**config.mk**
```make
export PLATFORM = sky130hd
export DESIGN_NAME = sded_decoder
export DESIGN_NICKNAME = d
export VERILOG_FILES = /design/src/sded_pkg.sv /design/src/sded_decoder.sv /design/src/sded_buf2.sv
export SDC_FILE = /design/constraint.sdc
export NUM_CORES = 1
export LEC_CHECK = 0
export BUFFER_PORTS_ARGS = -buffer_cell sky130_fd_sc_hd__buf_2
export CAP_MARGIN = 20
export CORE_MARGIN = 5
export CORE_UTILIZATION = 60
export DETAILED_ROUTE_END_ITERATION = 16
export PLACE_DENSITY = 0.79
export REMOVE_ABC_BUFFERS = 1
export SYNTH_ARGS = -nofsm -noshare
export SYNTH_HDL_FRONTEND = slang
export SYNTH_SLANG_ARGS = --single-unit
```
**constraint.sdc**
```tcl
create_clock -name sys_clk -period 8.5 [get_ports sys_clk]
set_clock_uncertainty 0.15 [all_clocks]
set_input_delay 0.85 -clock sys_clk [delete_from_list [all_inputs] [get_ports sys_clk]]
set_output_delay 0.85 -clock sys_clk [all_outputs]
set_load 0.01 [all_outputs]
```
**src/sded_pkg.sv**
```systemverilog
// Behaviour
// RULE_01: Bit-field fetch shifts requested bits into result LSBs, most significant first.
// RULE_02: Bits leave each byte MSB first; stuff bytes dropped; markers flagged, not passed.
// RULE_03: Remaining-bit count cleared at scan start and after each restart marker.
// RULE_04: Input fetched one byte at a time; each fetch loads the count with 8.
// RULE_05: Only restart markers inside data; at scan end line-count marker expected.
// RULE_06: Line-count marker loads current line count and ends the scan.
// RULE_07: Up to four DC and four AC code tables selectable per scan.
// RULE_08: Probability estimates reset at every scan start and restart interval.
// RULE_09: Four DC and four AC conditioning tables with statistics usable per scan.
// RULE_10: DC: zero decision first; sign and magnitude only when non-zero.
// RULE_11: AC coefficients decoded in zig-zag order from index 1 to 63.
// RULE_12: End-of-block decision at loop top; one zeroes remaining coefficients.
// RULE_13: Zero-run decisions advance the index; non-zero decodes sign and magnitude.
// RULE_14: After a non-zero AC value, decode end-of-block unless index at band end.
// RULE_15: Values are signed 16-bit; same tree for DC and AC, separate statistics.
// RULE_16: Sign, then category, then low bits; magnitude field plus one is magnitude.
// RULE_17: Polarity decision 0 gives positive, 1 gives negative.
// RULE_18: Bound shifts left per one decision until zero, then right by one.
// RULE_19: Low magnitude bits decoded one decision each, most significant first.
// RULE_20: Expected restart number modulo 8 compared with the marker's low bits.
// RULE_21: Flag error on missing expected restart marker or out-of-range magnitude.
// RULE_22: DC prediction zeroed per scan and restart; DC equals prediction plus delta.
// RULE_23: 0xFF then 0x00 is data 0xFF; any other follower is a marker.
// RULE_24: After restart, advance expected number modulo eight and refetch at byte boundary.
package sded_pkg;
  localparam int          COEF_W       = 16;
  localparam int          TBL_W        = 2;
  localparam int          NUM_COMP     = 4;
  localparam logic [7:0]  BYTE_MARK    = 8'hFF;
  localparam logic [7:0]  BYTE_STUFF   = 8'h00;
  localparam logic [7:0]  MARK_RST0    = 8'hD0;
  localparam logic [7:0]  MARK_RST7    = 8'hD7;
  localparam logic [7:0]  MARK_DNL     = 8'hDC;
  localparam logic [3:0]  BITS_PER_BYTE = 4'h8;
  localparam logic [1:0]  DNL_LEN_BYTES = 2'h3;
  localparam logic [5:0]  ZZ_DC        = 6'h00;
  localparam logic [5:0]  ZZ_FIRST_AC  = 6'h01;
  localparam logic [5:0]  BAND_END     = 6'h3F;
  localparam logic [15:0] BOUND_TOP    = 16'h8000;

  // Kind of binary decision asked of the arithmetic core
  typedef enum logic [2:0] {
    DK_DC_ZERO,
    DK_SIGN,
    DK_CATEGORY,
    DK_LOW_BIT,
    DK_BLOCK_END,
    DK_ZERO_RUN
  } sded_kind_t;
endpackage

```
**src/sded_decoder.sv**
```systemverilog
`timescale 1ns/100ps
module sded_decoder (
  input  wire logic                          sys_clk,
  input  wire logic                          reset_n,
  input  wire logic                          scan_start,
  input  wire logic                          in_valid,
  output logic                               in_ready,
  input  wire logic [7:0]                    in_byte,
  input  wire logic                          fetch_req,
  input  wire logic [4:0]                    fetch_len,
  output logic                               fetch_ready,
  output logic                               fetch_done,
  output logic [15:0]                        fetch_data,
  input  wire logic                          resync_expect,
  output logic                               restart_seen,
  output logic                               stat_reset,
  output logic                               scan_end,
  output logic [7:0]                         marker_code,
  output logic [15:0]                        line_count,
  output logic                               decode_error,
  input  wire logic                          blk_start,
  input  wire logic [1:0]                    comp_sel,
  input  wire logic [sded_pkg::TBL_W-1:0]    dc_table,
  input  wire logic [sded_pkg::TBL_W-1:0]    ac_table,
  output logic                               blk_ready,
  output logic                               dec_req,
  output logic                               dec_is_ac,
  output logic [sded_pkg::TBL_W-1:0]         dec_table,
  output sded_pkg::sded_kind_t               dec_kind,
  output logic [5:0]                         dec_pos,
  output logic [3:0]                         dec_step,
  input  wire logic                          dec_ack,
  input  wire logic                          dec_bit,
  output logic                               coef_valid,
  input  wire logic                          coef_ready,
  output logic [5:0]                         coef_index,
  output logic [sded_pkg::COEF_W-1:0]        coef_value
);
  import sded_pkg::*;

  // ******************************************************
  // Byte fetcher and single-bit reader
  // ******************************************************
  typedef enum {RB_DATA, RB_FF, RB_DNL, RB_HALT} sded_rb_t;

  sded_rb_t    rb_r;
  logic [7:0]  byte_r;
  logic [3:0]  bits_left_counter_r;
  logic [2:0]  exp_num_r;
  logic        resync_pend_r;
  logic [1:0]  dnl_cnt_r;
  logic        fetch_busy_r;
  logic [4:0]  fetch_cnt_r;
  logic [15:0] shift_r;
  logic        take;
  logic        need_byte;
  logic        bit_avail;
  logic        bit_val;
  logic        is_rst;
  logic        restart_ev;
  logic        rst_bad;

  function automatic logic marker_is_rst(input logic [7:0] b);
    return (b >= MARK_RST0) && (b <= MARK_RST7);
  endfunction

  assign need_byte   = (bits_left_counter_r == 4'h0) && (fetch_busy_r || resync_pend_r);
  assign in_ready    = (rb_r == RB_DATA) ? need_byte : (rb_r == RB_FF || rb_r == RB_DNL);
  assign take        = in_valid && in_ready;
  assign is_rst      = marker_is_rst(in_byte);
  assign restart_ev  = take && (rb_r == RB_FF) && is_rst;
  // RULE_02 halted reader feeds zero bits so a pending fetch still finishes
  assign bit_avail   = (bits_left_counter_r != 4'h0) || (rb_r == RB_HALT);
  assign bit_val     = (rb_r == RB_HALT) ? 1'b0 : byte_r[bits_left_counter_r[2:0] - 3'h1];
  assign fetch_ready = !fetch_busy_r;
  // RULE_20 RULE_21
  assign rst_bad     = restart_ev && (in_byte[2:0] != exp_num_r);

  always_ff @(posedge sys_clk) begin
    if (!reset_n) begin
      rb_r                <= RB_DATA;
      byte_r              <= BYTE_STUFF;
      bits_left_counter_r <= 4'h0;
      dnl_cnt_r           <= 2'h0;
      marker_code         <= BYTE_STUFF;
      line_count          <= 16'h0000;
    end else if (scan_start) begin
      rb_r                <= RB_DATA;
      bits_left_counter_r <= 4'h0; // RULE_03
      dnl_cnt_r           <= 2'h0;
    end else begin
      if (fetch_busy_r && (fetch_cnt_r != 5'h0) && bits_left_counter_r != 4'h0) begin
        bits_left_counter_r <= bits_left_counter_r - 4'h1; // RULE_02
      end
      if (take) begin
        case (rb_r)
          RB_DATA: begin
            if (in_byte == BYTE_MARK) begin
              rb_r <= RB_FF;
            end else begin
              byte_r              <= in_byte;
              bits_left_counter_r <= BITS_PER_BYTE; // RULE_04
            end
          end
          RB_FF: begin
            if (in_byte == BYTE_STUFF) begin
              byte_r              <= BYTE_MARK; // RULE_23
              bits_left_counter_r <= BITS_PER_BYTE; // RULE_04
              rb_r                <= RB_DATA;
            end else if (in_byte == BYTE_MARK) begin
              rb_r <= RB_FF;
            end else if (is_rst) begin
              // Leftover bits of the old interval are padding
              bits_left_counter_r <= 4'h0; // RULE_03 RULE_24
              rb_r                <= RB_DATA;
            end else if (in_byte == MARK_DNL) begin
              marker_code <= in_byte; // RULE_05
              dnl_cnt_r   <= 2'h0;
              rb_r        <= RB_DNL;
            end else begin
              marker_code <= in_byte; // RULE_02 RULE_05 RULE_23
              rb_r        <= RB_HALT;
            end
          end
          RB_DNL: begin
            // Two length bytes, then the line count high and low
            if (dnl_cnt_r[1]) begin
              line_count <= {line_count[7:0], in_byte}; // RULE_06
            end
            dnl_cnt_r <= dnl_cnt_r + 2'h1;
            if (dnl_cnt_r == DNL_LEN_BYTES) begin
              rb_r <= RB_HALT; // RULE_06
            end
          end
          default: begin
            rb_r <= rb_r;
          end
        endcase
      end
    end
  end

  // Restart bookkeeping and error reporting
  always_ff @(posedge sys_clk) begin
    if (!reset_n) begin
      exp_num_r     <= 3'h0;
      resync_pend_r <= 1'b0;
      restart_seen  <= 1'b0;
      stat_reset    <= 1'b0;
      scan_end      <= 1'b0;
      decode_error  <= 1'b0;
    end else begin
      restart_seen <= restart_ev;
      stat_reset   <= scan_start || restart_ev; // RULE_08
      scan_end     <= take && ((rb_r == RB_FF && !is_rst && in_byte != BYTE_STUFF
                      && in_byte != BYTE_MARK && in_byte != MARK_DNL)
                      || (rb_r == RB_DNL && dnl_cnt_r == DNL_LEN_BYTES)); // RULE_06
      // Data byte where a marker was due means the expected marker is missing
      decode_error <= rst_bad || (resync_pend_r && take && rb_r == RB_DATA
                      && in_byte != BYTE_MARK) || mag_err; // RULE_21
      if (scan_start) begin
        exp_num_r     <= 3'h0;
        resync_pend_r <= 1'b0;
      end else begin
        if (restart_ev) begin
          exp_num_r <= in_byte[2:0] + 3'h1; // RULE_20 RULE_24
        end
        if (resync_expect) begin
          resync_pend_r <= 1'b1;
        end else if (restart_ev || (resync_pend_r && take && rb_r == RB_DATA
                     && in_byte != BYTE_MARK)) begin
          resync_pend_r <= 1'b0;
        end
      end
    end
  end

  // ******************************************************
  // Bit-field fetch
  // ******************************************************
  always_ff @(posedge sys_clk) begin
    if (!reset_n) begin
      fetch_busy_r <= 1'b0;
      fetch_cnt_r  <= 5'h0;
      shift_r      <= 16'h0000;
      fetch_done   <= 1'b0;
      fetch_data   <= 16'h0000;
    end else begin
      fetch_done <= 1'b0;
      if (!fetch_busy_r) begin
        if (fetch_req) begin
          fetch_busy_r <= 1'b1;
          fetch_cnt_r  <= fetch_len;
          shift_r      <= 16'h0000;
        end
      end else if (fetch_cnt_r == 5'h0) begin
        fetch_busy_r <= 1'b0;
        fetch_done   <= 1'b1;
        fetch_data   <= shift_r;
      end else if (bit_avail && !scan_start) begin
        shift_r     <= {shift_r[14:0], bit_val}; // RULE_01
        fetch_cnt_r <= fetch_cnt_r - 5'h1;
      end
    end
  end

  // ******************************************************
  // Arithmetic coefficient decoder
  // ******************************************************
  typedef enum {CD_IDLE, CD_DECIDE, CD_EMIT, CD_FILL} sded_cd_t;

  sded_cd_t             cd_r;
  sded_kind_t           kind_r;
  logic                 is_ac_r;
  logic [5:0]           k_r;
  logic                 neg_r;
  logic [15:0]          bound_r;
  logic [15:0]          mag_r;
  logic [3:0]           step_r;
  logic [TBL_W-1:0]     dct_r;
  logic [TBL_W-1:0]     act_r;
  logic [1:0]           comp_r;
  logic [COEF_W-1:0]    pred_r [NUM_COMP];
  logic [COEF_W-1:0]    emit_val_r;
  logic [5:0]           emit_idx_r;
  logic                 buf_ready;
  logic                 got;
  logic                 mag_err;
  logic [15:0]          half;
  logic [COEF_W-1:0]    value;

  assign got       = (cd_r == CD_DECIDE) && dec_ack;
  assign half      = {1'b0, bound_r[15:1]};
  assign dec_req   = (cd_r == CD_DECIDE);
  assign dec_kind  = kind_r;
  assign dec_is_ac = is_ac_r;
  assign dec_table = is_ac_r ? act_r : dct_r; // RULE_07 RULE_09 RULE_15
  assign dec_pos   = k_r;
  assign dec_step  = step_r;
  assign blk_ready = (cd_r == CD_IDLE);
  assign mag_err   = got && (kind_r == DK_CATEGORY) && dec_bit && bound_r == BOUND_TOP; // RULE_21
  // RULE_16 RULE_17
  assign value     = neg_r ? (16'h0000 - (mag_r + 16'h0001)) : (mag_r + 16'h0001);

  always_ff @(posedge sys_clk) begin
    if (!reset_n || scan_start || restart_ev) begin
      for (int i = 0; i < NUM_COMP; i++) begin
        pred_r[i] <= 16'h0000; // RULE_22
      end
    end else if (cd_r == CD_EMIT && buf_ready && !is_ac_r) begin
      pred_r[comp_r] <= emit_val_r; // RULE_22
    end
  end

  always_ff @(posedge sys_clk) begin
    if (!reset_n) begin
      cd_r       <= CD_IDLE;
      kind_r     <= DK_DC_ZERO;
      is_ac_r    <= 1'b0;
      k_r        <= ZZ_DC;
      neg_r      <= 1'b0;
      bound_r    <= 16'h0001;
      mag_r      <= 16'h0000;
      step_r     <= 4'h0;
      dct_r      <= '0;
      act_r      <= '0;
      comp_r     <= 2'h0;
      emit_val_r <= 16'h0000;
      emit_idx_r <= ZZ_DC;
    end else if (scan_start) begin
      cd_r <= CD_IDLE;
    end else begin
      case (cd_r)
        CD_IDLE: begin
          if (blk_start) begin
            dct_r   <= dc_table;
            act_r   <= ac_table;
            comp_r  <= comp_sel;
            is_ac_r <= 1'b0;
            k_r     <= ZZ_DC;
            kind_r  <= DK_DC_ZERO; // RULE_10
            cd_r    <= CD_DECIDE;
          end
        end
        CD_DECIDE: begin
          if (mag_err) begin
            cd_r <= CD_IDLE; // RULE_21
          end else if (got) begin
            case (kind_r)
              DK_DC_ZERO: begin
                if (dec_bit) begin
                  kind_r <= DK_SIGN; // RULE_10
                end else begin
                  emit_val_r <= pred_r[comp_r]; // RULE_22
                  emit_idx_r <= ZZ_DC;
                  cd_r       <= CD_EMIT;
                end
              end
              DK_SIGN: begin
                neg_r   <= dec_bit; // RULE_17
                bound_r <= 16'h0001;
                mag_r   <= 16'h0000;
                step_r  <= 4'h0;
                kind_r  <= DK_CATEGORY; // RULE_16
              end
              DK_CATEGORY: begin
                step_r <= step_r + 4'h1;
                if (dec_bit) begin
                  bound_r <= {bound_r[14:0], 1'b0}; // RULE_18
                end else begin
                  bound_r <= half; // RULE_18
                  mag_r   <= half;
                  step_r  <= 4'h0;
                  if (half > 16'h0001) begin
                    kind_r <= DK_LOW_BIT; // RULE_19
                  end else begin
                    cd_r <= CD_EMIT;
                  end
                end
              end
              DK_LOW_BIT: begin
                if (dec_bit) begin
                  mag_r <= mag_r | half; // RULE_19
                end
                bound_r <= half;
                step_r  <= step_r + 4'h1;
                if (half == 16'h0001) begin
                  cd_r <= CD_EMIT;
                end
              end
              DK_BLOCK_END: begin
                if (dec_bit) begin
                  emit_val_r <= 16'h0000;
                  emit_idx_r <= k_r;
                  cd_r       <= CD_FILL; // RULE_12
                end else begin
                  kind_r <= DK_ZERO_RUN; // RULE_13
                end
              end
              default: begin
                if (dec_bit) begin
                  kind_r <= DK_SIGN; // RULE_13
                end else begin
                  emit_val_r <= 16'h0000;
                  emit_idx_r <= k_r;
                  cd_r       <= CD_EMIT; // RULE_13
                end
              end
            endcase
          end
          if (got && ((kind_r == DK_CATEGORY && !dec_bit && half <= 16'h0001)
              || (kind_r == DK_LOW_BIT && half == 16'h0001))) begin
            // Final magnitude ready: value or DC sum goes out next
            emit_idx_r <= k_r;
            emit_val_r <= is_ac_r ? value : pred_r[comp_r] + value; // RULE_15 RULE_22
            if (kind_r == DK_CATEGORY) begin
              emit_val_r <= (neg_r ? (16'h0000 - (half + 16'h0001)) : (half + 16'h0001))
                          + (is_ac_r ? 16'h0000 : pred_r[comp_r]);
            end else if (dec_bit) begin
              emit_val_r <= neg_r ? (16'h0000 - ((mag_r | half) + 16'h0001))
                          + (is_ac_r ? 16'h0000 : pred_r[comp_r])
                          : ((mag_r | half) + 16'h0001)
                          + (is_ac_r ? 16'h0000 : pred_r[comp_r]);
            end
          end
        end
        CD_EMIT: begin
          if (buf_ready) begin
            is_ac_r <= 1'b1;
            if (!is_ac_r) begin
              k_r    <= ZZ_FIRST_AC; // RULE_11
              kind_r <= DK_BLOCK_END; // RULE_12
              cd_r   <= CD_DECIDE;
            end else if (k_r == BAND_END) begin
              cd_r <= CD_IDLE; // RULE_11 RULE_14
            end else begin
              k_r    <= k_r + 6'h01; // RULE_11 RULE_13
              kind_r <= (kind_r == DK_ZERO_RUN) ? DK_ZERO_RUN : DK_BLOCK_END; // RULE_14
              cd_r   <= CD_DECIDE;
            end
          end
        end
        CD_FILL: begin
          if (buf_ready) begin
            emit_idx_r <= emit_idx_r + 6'h01;
            if (emit_idx_r == BAND_END) begin
              cd_r <= CD_IDLE; // RULE_12
            end
          end
        end
        default: begin
          cd_r <= CD_IDLE;
        end
      endcase
    end
  end

  // ******************************************************
  // Output buffer
  // ******************************************************
  sded_buf2 #(
    .WIDTH (COEF_W + 6)
  ) u_buf (
    .sys_clk   (sys_clk),
    .reset_n   (reset_n),
    .in_valid  (cd_r == CD_EMIT || cd_r == CD_FILL),
    .in_ready  (buf_ready),
    .in_data   ({emit_idx_r, emit_val_r}),
    .out_valid (coef_valid),
    .out_ready (coef_ready),
    .out_data  ({coef_index, coef_value})
  );
endmodule

```
**src/sded_buf2.sv**
```systemverilog
`timescale 1ns/100ps
module sded_buf2 #(
  parameter int WIDTH = 22
) (
  input  wire logic             sys_clk,
  input  wire logic             reset_n,
  input  wire logic             in_valid,
  output logic                  in_ready,
  input  wire logic [WIDTH-1:0] in_data,
  output logic                  out_valid,
  input  wire logic             out_ready,
  output logic      [WIDTH-1:0] out_data
);
  logic [WIDTH-1:0] mem_r [2];
  logic             wr_ptr_r;
  logic             rd_ptr_r;
  logic [1:0]       count_r;
  logic             push;
  logic             pop;

  assign in_ready  = (count_r != 2'h2);
  assign out_valid = (count_r != 2'h0);
  assign out_data  = mem_r[rd_ptr_r];
  assign push      = in_valid && in_ready;
  assign pop       = out_valid && out_ready;

  always_ff @(posedge sys_clk) begin
    if (push) begin
      mem_r[wr_ptr_r] <= in_data;
    end
  end

  always_ff @(posedge sys_clk) begin
    if (!reset_n) begin
      wr_ptr_r <= 1'b0;
      rd_ptr_r <= 1'b0;
      count_r  <= 2'h0;
    end else begin
      if (push) begin
        wr_ptr_r <= ~wr_ptr_r;
      end
      if (pop) begin
        rd_ptr_r <= ~rd_ptr_r;
      end
      count_r <= count_r + {1'b0, push} - {1'b0, pop};
    end
  end
endmodule

```
# After elaboration in Yosys (flattened, before gate mapping)
# Memory sizes are Yosys's and may differ from the RTL's. A register that Yosys moved wholly into a read port is not among the register bits.
# Index checks and enable logic that the tools add are counted.
# classes
add_sub_neg	20
multipliers	0
n_div	0
magnitude_cmp	5
eq_ne	69
shifts	0
muxes	121
n_bitwise	9
n_reduce_logical	91
# ops
op	n
$mux W32	13
$mux W16	21
$pmux W32 S4	2
$eq A32 B2 Y1 const B	5
$pmux W16 S3	3
$eq A32 B3 Y1 const B	4
$logic_not A32 Y1	4
$pmux W32 S3	1
$mux W6	11
$add A16 B16 Y16	4
$eq A32 B1 Y1 const B	2
$sub A1 B16 Y16 const A	3
$ne A2 B2 Y1 const B	19
$ne A3 B3 Y1 const B	11
$add A16 B1 Y16 const B	2
$logic_and A1 B1 Y1	30
$mux W3	10
$mux W4	7
$mux W1	25
$ne A4 B4 Y1 const B	6
$pmux W6 S2	2
$mux W2	11
$mux W5	4
$reduce_and A5 Y1	4
other kinds (65)	111
# word_totals
register_bits	228
latch_bits	0
mem_bits_rw	108
romBits	0
output_inout_bits	88
word_cells	350
mem_count	2
# memory_table
memory	words	word_bits	rd	rd_ports_with_merged_regs	write_ports	line	rtl
pred_r	4	16	1	1	4	sded_decoder.sv:223	logic [COEF_W-1:0] pred_r [NUM_COMP];
u_buf.mem_r	2	22	1	1	1	sded_buf2.sv:14	logic [WIDTH-1:0] mem_r [2];

# Logic depth before layout (Yosys ltp)
# Gate-level depths: netlist of run 1.
# logic_depth
word_depth	11
mapped_depth	19
mapped_depth_nobuf	18

# By module
# A second synthesis of run 1 with hierarchy kept.
# hier_totals
cells_unflattened	1956
hier_area_um2	17291.6
# modules_own_cells
module	n_inst	cells_each	area_per_inst_um2	seq_area_each_um2
sded_decoder	1	1864	15472.3	5225.0
sded_buf2	1	92	1819.2	1421.4

# Worst setup path after synthesis of run 1
# No wires, ideal clock.
# synth_timing
kind	register to register
startpoint	register with a tool-made name
endpoint	register emit_val_r[12]
setup_ns	0.096
t_arrival_ns	4.134
slack_ns	4.120
stages_incl_launch_ff	15
path_buffers	2
path_cell_list	dfxtp_1 -> buf_2 -> buf_1 -> mux4_2 -> and2_1 -> fa_1 -> a21o_1 -> a21o_1 -> a2111oi_2 -> nor2_1 -> a311oi_1 -> xnor2_1 -> a221oi_1 -> or2_2 -> o41ai_2
# synth_rtl
element	line	rtl
to (signal assigned)	sded_decoder.sv:294	emit_val_r <= pred_r[comp_r];
to (signal assigned)	sded_decoder.sv:355	emit_val_r <= is_ac_r ? value : pred_r[comp_r] + value;
to (signal assigned)	sded_decoder.sv:357	emit_val_r <= (neg_r ? (16'h0000 - (half + 16'h0001)) : (half + 16'h0001))
to (decl)	sded_decoder.sv:224	logic [COEF_W-1:0] emit_val_r;

# Worst setup path after layout of run 1
# layout_timing
startpoint	register mag_r[0]
endpoint	register emit_val_r[14]
# layout_via
elab_chain_len	8
word_cells_on_any_way	14
cone_classes	7 x add/sub; 6 x mux; 1 x bitwise
# layout_rtl
element	line	rtl
from (decl)	sded_decoder.sv:218	logic [15:0] mag_r;
from (signal assigned)	sded_decoder.sv:312	mag_r <= half;
from (signal assigned)	sded_decoder.sv:323	mag_r <= mag_r | half;
$add A16 B1 Y16 / $or A16 B15 Y16 (equally long branches)	sded_decoder.sv:243, sded_decoder.sv:360, sded_decoder.sv:362	
$sub A1 B16 Y16 / $add A16 B1 Y16 (equally long branches)	sded_decoder.sv:243, sded_decoder.sv:360, sded_decoder.sv:362	
$mux W16 / $sub A1 B16 Y16 (equally long branches)	sded_decoder.sv:243, sded_decoder.sv:360	
$add A16 B16 Y16, on equally long branches	sded_decoder.sv:355, sded_decoder.sv:361	
$mux W16, on equally long branches	sded_decoder.sv:355, sded_decoder.sv:360	
$mux W16 (*)	sded_decoder.sv:359	end else if (dec_bit) begin
$mux W16 (*)	sded_decoder.sv:356	if (kind_r == DK_CATEGORY) begin
$mux W16 (*)	sded_decoder.sv:351	if (got && ((kind_r == DK_CATEGORY && !dec_bit && half <= 16'h0001)
to (signal assigned)	sded_decoder.sv:355	
to (signal assigned)	sded_decoder.sv:357	
to (signal assigned)	sded_decoder.sv:360	emit_val_r <= neg_r ? (16'h0000 - ((mag_r | half) + 16'h0001))
# Every way passes the cells marked *; elsewhere a longest branch is shown, timed or not.
# A chain may end at the register's enable or synchronous reset.

==> flow_summary.yaml, run 1 <==
global_route:
  met2_usage: 0.4438
  grt_max_degree: 75
  grt_use_met1: 0.3502
  first_global_vias: 13950
  top_usage_layer: "met2"
  use_met3: 0.05457
  gr-total-overflow: 0
  grt_pass1_wl_um: 72950
  antenna_found_initial: 0
  grtUsageTotal: 0.2666
layout:
  final-seq-area_sq_um: 6646
  multi_input_area_sq_um: 9889
  syn_to_final_growth_pct: 9.561
  drive_gt1_frac: 0.1367
  antenna_cells: 0
  fillers: 2226
  final_nets: 2109
critical_path:
  cp_max_fo: 13
  rrSetupSlack_ns: 3.50
  critPathCaptureType: "flop"
  required_ns: 8.81
  cp.arrival_ns: 5.31
  reg2reg_from: "mag_r[0]$_SDFFE_PN0P_"
  r2r_end: "emit_val_r[14]$_SDFFE_PN0P_"
  cp-start-kind: "flop"
  crit_start: "mag_r[0]$_SDFFE_PN0P_"
  reg2reg_depth: 16
  critPathCapture: "emit_val_r[14]$_SDFFE_PN0P_"
  crit_type: "flop to flop"
route:
  num_vias: 14730
  wirelength_um: 45170
  drt-initial-drc-count: 1601
  wl_per_cell_um: 18.86
  route.detailed.drc: 0
  antenna_left: 0
  via_per_inst: 6.148
  firstDrtPassIters: 11
synth:
  yosys_register_bits: 278
  synth_edf_count: 108
  netlist_area_sq_um: 17330
  ys.flop_type: "dfxtp_1"
  synth_top_area_frac: 0.1964
  avgSynthCellArea_sq_um: 8.890
  yosys.area.top_type: "dfxtp_1"
  postSynthCellCount: 1949
  synth_seq_area_share: 0.3836
  ys_types: 98
  yosys-top-cells-area: "dfxtp_1 (20%), edfxtp_1 (19%), ha_1 (6.4%)"
  ys_warn_count: 0
  synthArstFlopShare: 0
timing:
  drv_slew: 0
  setup_slack_ns: 3.503
  finalSetupViolations: 0
  finalSetupTns_ns: 0
  fin_crit_sh: 0.5878
  worstMarginPinSlew_ns: 1.039
  whs_ns: 0.3013
  relSlewSlack: 0.3046
  hold_viol: 0
  fmax_ghz: 0.2001
  rsz0062_at_grt: "false"
  timing.final.crit_period_ns: 4.997
floorplanning:
  dieWidth_um: 179.9
  row_count: 62
  chipHeight_um: 179.9
  core-area_sq_um: 28630
  initial_core_util: 0.6053
  io_pins: 117
  die-area_sq_um: 32380
flow_run:
  maxCapViolCount: 0
clocking:
  cts_tree: "built"
  clk_pin_slew_ns: 0.07
  clock-sinks: 278
  ctsLongestPathBuffers: 3
  clkLatencyLatePin_ns: 0.56
  post-cts-setup-buffer-count: 0
  cts_inserted_buffers: 29
  cts-hold-fix-buffers: 0
  post_cts_resize_count: 0
  h-tree-depth: 1
  cts_root_buf: "clkbuf_16"
power:
  power_density_nw_per_um2: 161.5
  p_leak_uw: 0.007342
  irDropWorstVdd_uv: 170.3
worst_hold_path:
  hold_class: "flop to flop"
  hold_depth: 2
placed_design:
  dpl_worst_slack_ns: 3.648
  gp_congestion: 0.9428
  io_buffer_count: 116
  place_hpwl_um: 32340
run_status:
  outcome: "completed"
routing by layer:
layer,wire length [um],part of all wire
met5,0,0
met4,1594,0.035
met3,3612,0.080
met2,21220,0.47
met1,18750,0.41
stage by stage:
step / utilization / cell area [sq um] / total power, uW / std cells
6_report: 0.6632 / 18980 / 3066 / 2395
3_5_place_dp: 0.6272 / 17950 / 1823 / 2338
4_1_cts: 0.6607 / 18910 / 3074 / 2392
5_1_grt: 0.6632 / 18980 / 3181 / 2395
3_3_place_gp: 0.6272 / 17950 / 1814 / 2338
2_1_floorplan: - / 16780 / 1707 / 1826
cell usage in the layout (no fill, tap or decap), types with 21 or more instances in the layout:
cell type / n
xnor2_1: 93
clkbuf_16: 29
xor2_1: 42
nand2_1: 204
mux2_2: 28
nand3_1: 63
inv_1: 69
ha_1: 88
a31oi_1: 33
edfxtp_1: 108
a211oi_1: 21
and2_1: 89
a21oi_1: 142
o21ai_0: 81
nor3_1: 48
dfxtp_1: 170
nor2_1: 184
a22oi_1: 34
buf_2: 116
worst min path at each step:
stage	startpoint	endpoint	slack (ns)
after floorplan	shift_r[15]$_SDFFE_PN0P_	fetch_data[15]$_SDFFE_PN0P_	0.28
after global placement	line_count[13]$_SDFFE_PN0P_	line_count[13]$_SDFFE_PN0P_	0.29
after detailed placement	fetch_data[14]$_SDFFE_PN0P_	fetch_data[14]$_SDFFE_PN0P_	0.29
after CTS	fetch_data[14]$_SDFFE_PN0P_	fetch_data[14]$_SDFFE_PN0P_	0.30
after global routing	fetch_data[12]$_SDFFE_PN0P_	fetch_data[12]$_SDFFE_PN0P_	0.32
final	fetch_data[12]$_SDFFE_PN0P_	fetch_data[12]$_SDFFE_PN0P_	0.30
worst max-delay path: stages, from the launching register on:
cell and delay [ns]:
dfxtp_1 0.59, ha_1 0.48, o211ai_1 0.25, a2111oi_4 0.53, mux2i_1 0.27, a22oi_2 0.11, xnor2_1 0.38, ha_1 0.37
o21ai_0 0.10, a21oi_1 0.08, o22ai_1 0.24, o21ai_0 0.20, a31oi_1 0.23, mux2_2 0.35, a211oi_1 0.25, a211oi_1 0.09
o211a_1 0.24
cells in the mapped netlist, drive strengths merged, types with 65 or more instances:
cell type  instances
nand2            206
nor2             190
dfxtp            170
a21oi            144
edfxtp           108
xnor2             93
o21ai             92
and2              89
ha                88
clkbuf            72
inv               71
nand3             65
cell type report:
type,count,share of cell area
clock inverters,17,0.008568
well taps,384,0.02531
repair buffers,131,0.03902
multi-input cells,1477,0.5210
inverters,71,0.01410
flip-flops and latches,278,0.3501
clock buffers,37,0.04192
sequential cells by signal (all words and copies together) (netlist names), 3 cells and up, named ones only:
| signal | cells |
|---|---|
| marker_code | 8 |
| exp_num_r | 3 |
| dec_step | 4 |
| mag_r | 15 |
| dec_kind | 3 |
| bound_r | 16 |
| emit_idx_r | 6 |
| bits_left_counter_r | 4 |
| fetch_cnt_r | 5 |
| fetch_data | 16 |
| shift_r | 16 |
| u_buf.mem_r | 44 |
| pred_r | 64 |
| dec_pos | 6 |
| line_count | 16 |
| emit_val_r | 16 |
| byte_r | 8 |
report_power, final:
group	switching [uW]	internal, uW	leakage [uW]
clock network	538	728	0.000476
logic	199	147	0.00432
registers	41.9	1410	0.00255
total	778	2290	0.00734
cells by family after synthesis:
family / after synthesis / share of synthesized area
buffers and inverters: 194 / 0.04665
DFF: 278 / 0.3836
and+or+nand+nor: 711 / 0.2006
AOI/OAI and AO/OA: 477 / 0.1826
muxes: 62 / 0.05019
xor gates and xnor gates: 135 / 0.06824
adders and majority gates: 92 / 0.06817
No activity file was read; power rests on OpenSTA's default activity.
==> run 2, diff against run 1 <==
CORE_UTILIZATION = 56   (was 60)
PLACE_DENSITY = 0.78   (was 0.79)
clock period = 4.4 ns   (was 8.5 ns; I/O delays follow)
==> flow_summary.yaml, run 2 (same netlist as run 1, synthesis figures left out) <==
global_route:
  grt_pass1_wl_um: 75510
  grtUsageTotal: 0.2674
  first_global_vias: 14550
  antenna_found_initial: 1
  grt_max_degree: 66
  gr-total-overflow: 0
power:
  p_leak_uw: 0.007708
  power.total_uw: 6048
  power_density_nw_per_um2: 308.9
  irDropWorstVdd_uv: 345.6
clocking:
  cts_inserted_buffers: 29
  h-tree-depth: 1
  cts_tree: "built"
  cts_root_buf: "clkbuf_16"
  clock-sinks: 278
  clk_pin_slew_ns: 0.07
  ctsLongestPathBuffers: 3
  clkLatencyLatePin_ns: 0.57
floorplanning:
  row_count: 64
  initial_core_util: 0.5664
  dieWidth_um: 185.9
  io_pins: 117
  chipHeight_um: 185.9
  core-area_sq_um: 30590
  die-area_sq_um: 34560
timing:
  timing.final.crit_period_ns: 4.200
  relSlewSlack: 0.2686
  rsz0062_at_grt: "false"
  setup_slack_ns: 0.2005
  fmax_ghz: 0.2381
  whs_ns: 0.01003
  hold_viol: 0
  drv_slew: 0
  worstMarginPinSlew_ns: 1.096
  fin_crit_sh: 0.9544
  finalSetupViolations: 0
route:
  drt-initial-drc-count: 1334
  route.detailed.drc: 0
  via_per_inst: 6.133
  firstDrtPassIters: 6
  wirelength_um: 47340
  wl_per_cell_um: 19.17
  num_vias: 15140
  antenna_left: 0
worst_hold_path:
  hold_class: "primary input to flop"
  hold_depth: 3
layout:
  reg.largest.list: "pred_r: 64 flops, u_buf.mem_r: 44 flops"
  drive_gt1_frac: 0.1645
  largest_reg_flops: 64
  finish.instance_area_sq_um: 19580
  antenna_cells: 0
  fillers: 2556
  layout_commonest_cell: "nand2_1"
  final_cell_mix: "nand2_1 (204), nor2_1 (184), dfxtp_1 (164)"
  final_nets: 2171
  syn_to_final_growth_pct: 12.99
  regMostFlops: "pred_r"
critical_path:
  cp_max_fo: 15
  cp-start-kind: "flop"
  required_ns: 4.69
  crit_type: "flop to flop"
  cp.arrival_ns: 4.49
  reg2reg_depth: 13
  critPathCaptureType: "flop"
placed_design:
  io_buffer_count: 116
  gp_congestion: 0.9756
  place_area_sq_um: 18430
  dpl_worst_slack_ns: 0.07166
  place_hpwl_um: 34350
flow_run:
  maxCapViolCount: 0
run_status:
  outcome: "completed"
## run 2: cell count changes in the layout (fill, tap and decap cells not counted), sizes merged
cell / previous run / this run
inv: 73 / 72
clkinv: 12 / 6
buf: 131 / 187
clkbuf: 37 / 44
bufinv: 2 / 3
dlygate4sd3: 0 / 5
## run 2: report_power, final
group	leakage [uW]	internal, uW	switching, uW
sequential	0.00255	2730	73.2
combinational	0.00467	298	412
clock	0.000485	1510	1030
## run 2: area by class of cell
type                    instances  area (sq um)  share of cell area
well taps                     396         495.5             0.02531
repair buffers                193          1237             0.06321
inverters                      71         267.8             0.01368
multi-input cells            1477          9928              0.5071
clock buffers                  43         840.8             0.04295
flip-flops and latches        278          6656              0.3400
clock inverters                11         151.4            0.007733
## run 2: critical path, stage by stage (launching register included)
cell       delay, ns
dfxtp_1         0.42
buf_8           0.24
mux4_2          0.58
and2_1          0.23
ha_1            0.35
a21o_1          0.20
a21o_1          0.22
a2111oi_2       0.48
nor2_1          0.15
a311oi_1        0.35
xnor2_1         0.12
a221oi_1        0.34
or2_2           0.18
o41ai_2         0.06
## run 2: final timing paths
check                         startpoint                           to  slack [ns]
max                                 flop  emit_val_r[12]$_SDFFE_PN0P_        0.20
min                            fetch_req      fetch_busy_r$_SDFF_PN0_        0.01
max reg2reg                         flop  emit_val_r[12]$_SDFFE_PN0P_        0.20
min reg2reg  fetch_data[10]$_SDFFE_PN0P_  fetch_data[10]$_SDFFE_PN0P_        0.30
## run 2: stage by stage
stage,instances,util,setup TNS [ns]
2_1_floorplan,1826,-,-0.002418
3_3_place_gp,2406,0.6020,0
3_5_place_dp,2407,0.6025,0
4_1_cts,2466,0.6366,0
5_1_grt,2469,0.6400,0
6_report,2469,0.6400,0
## run 2: per-layer routing
metal	track usage	share of wire	routed length [um]	vias to the layer above
met5	0	0.00027	13	-
li1	-	-	-	7153
met4	0.1008	0.041	1944	2
met3	0.04905	0.075	3534	146
met2	0.4453	0.47	22220	625
met1	0.3484	0.41	19620	7216
## run 2: what timing repair did
item | CTS | global route
hold buffers | 5 | 0
gates resized for setup | 0 | 18
setup endpoints to repair | 0 | 4
buffers inserted | 0 | 1
hold endpoints to repair | 5 | 0
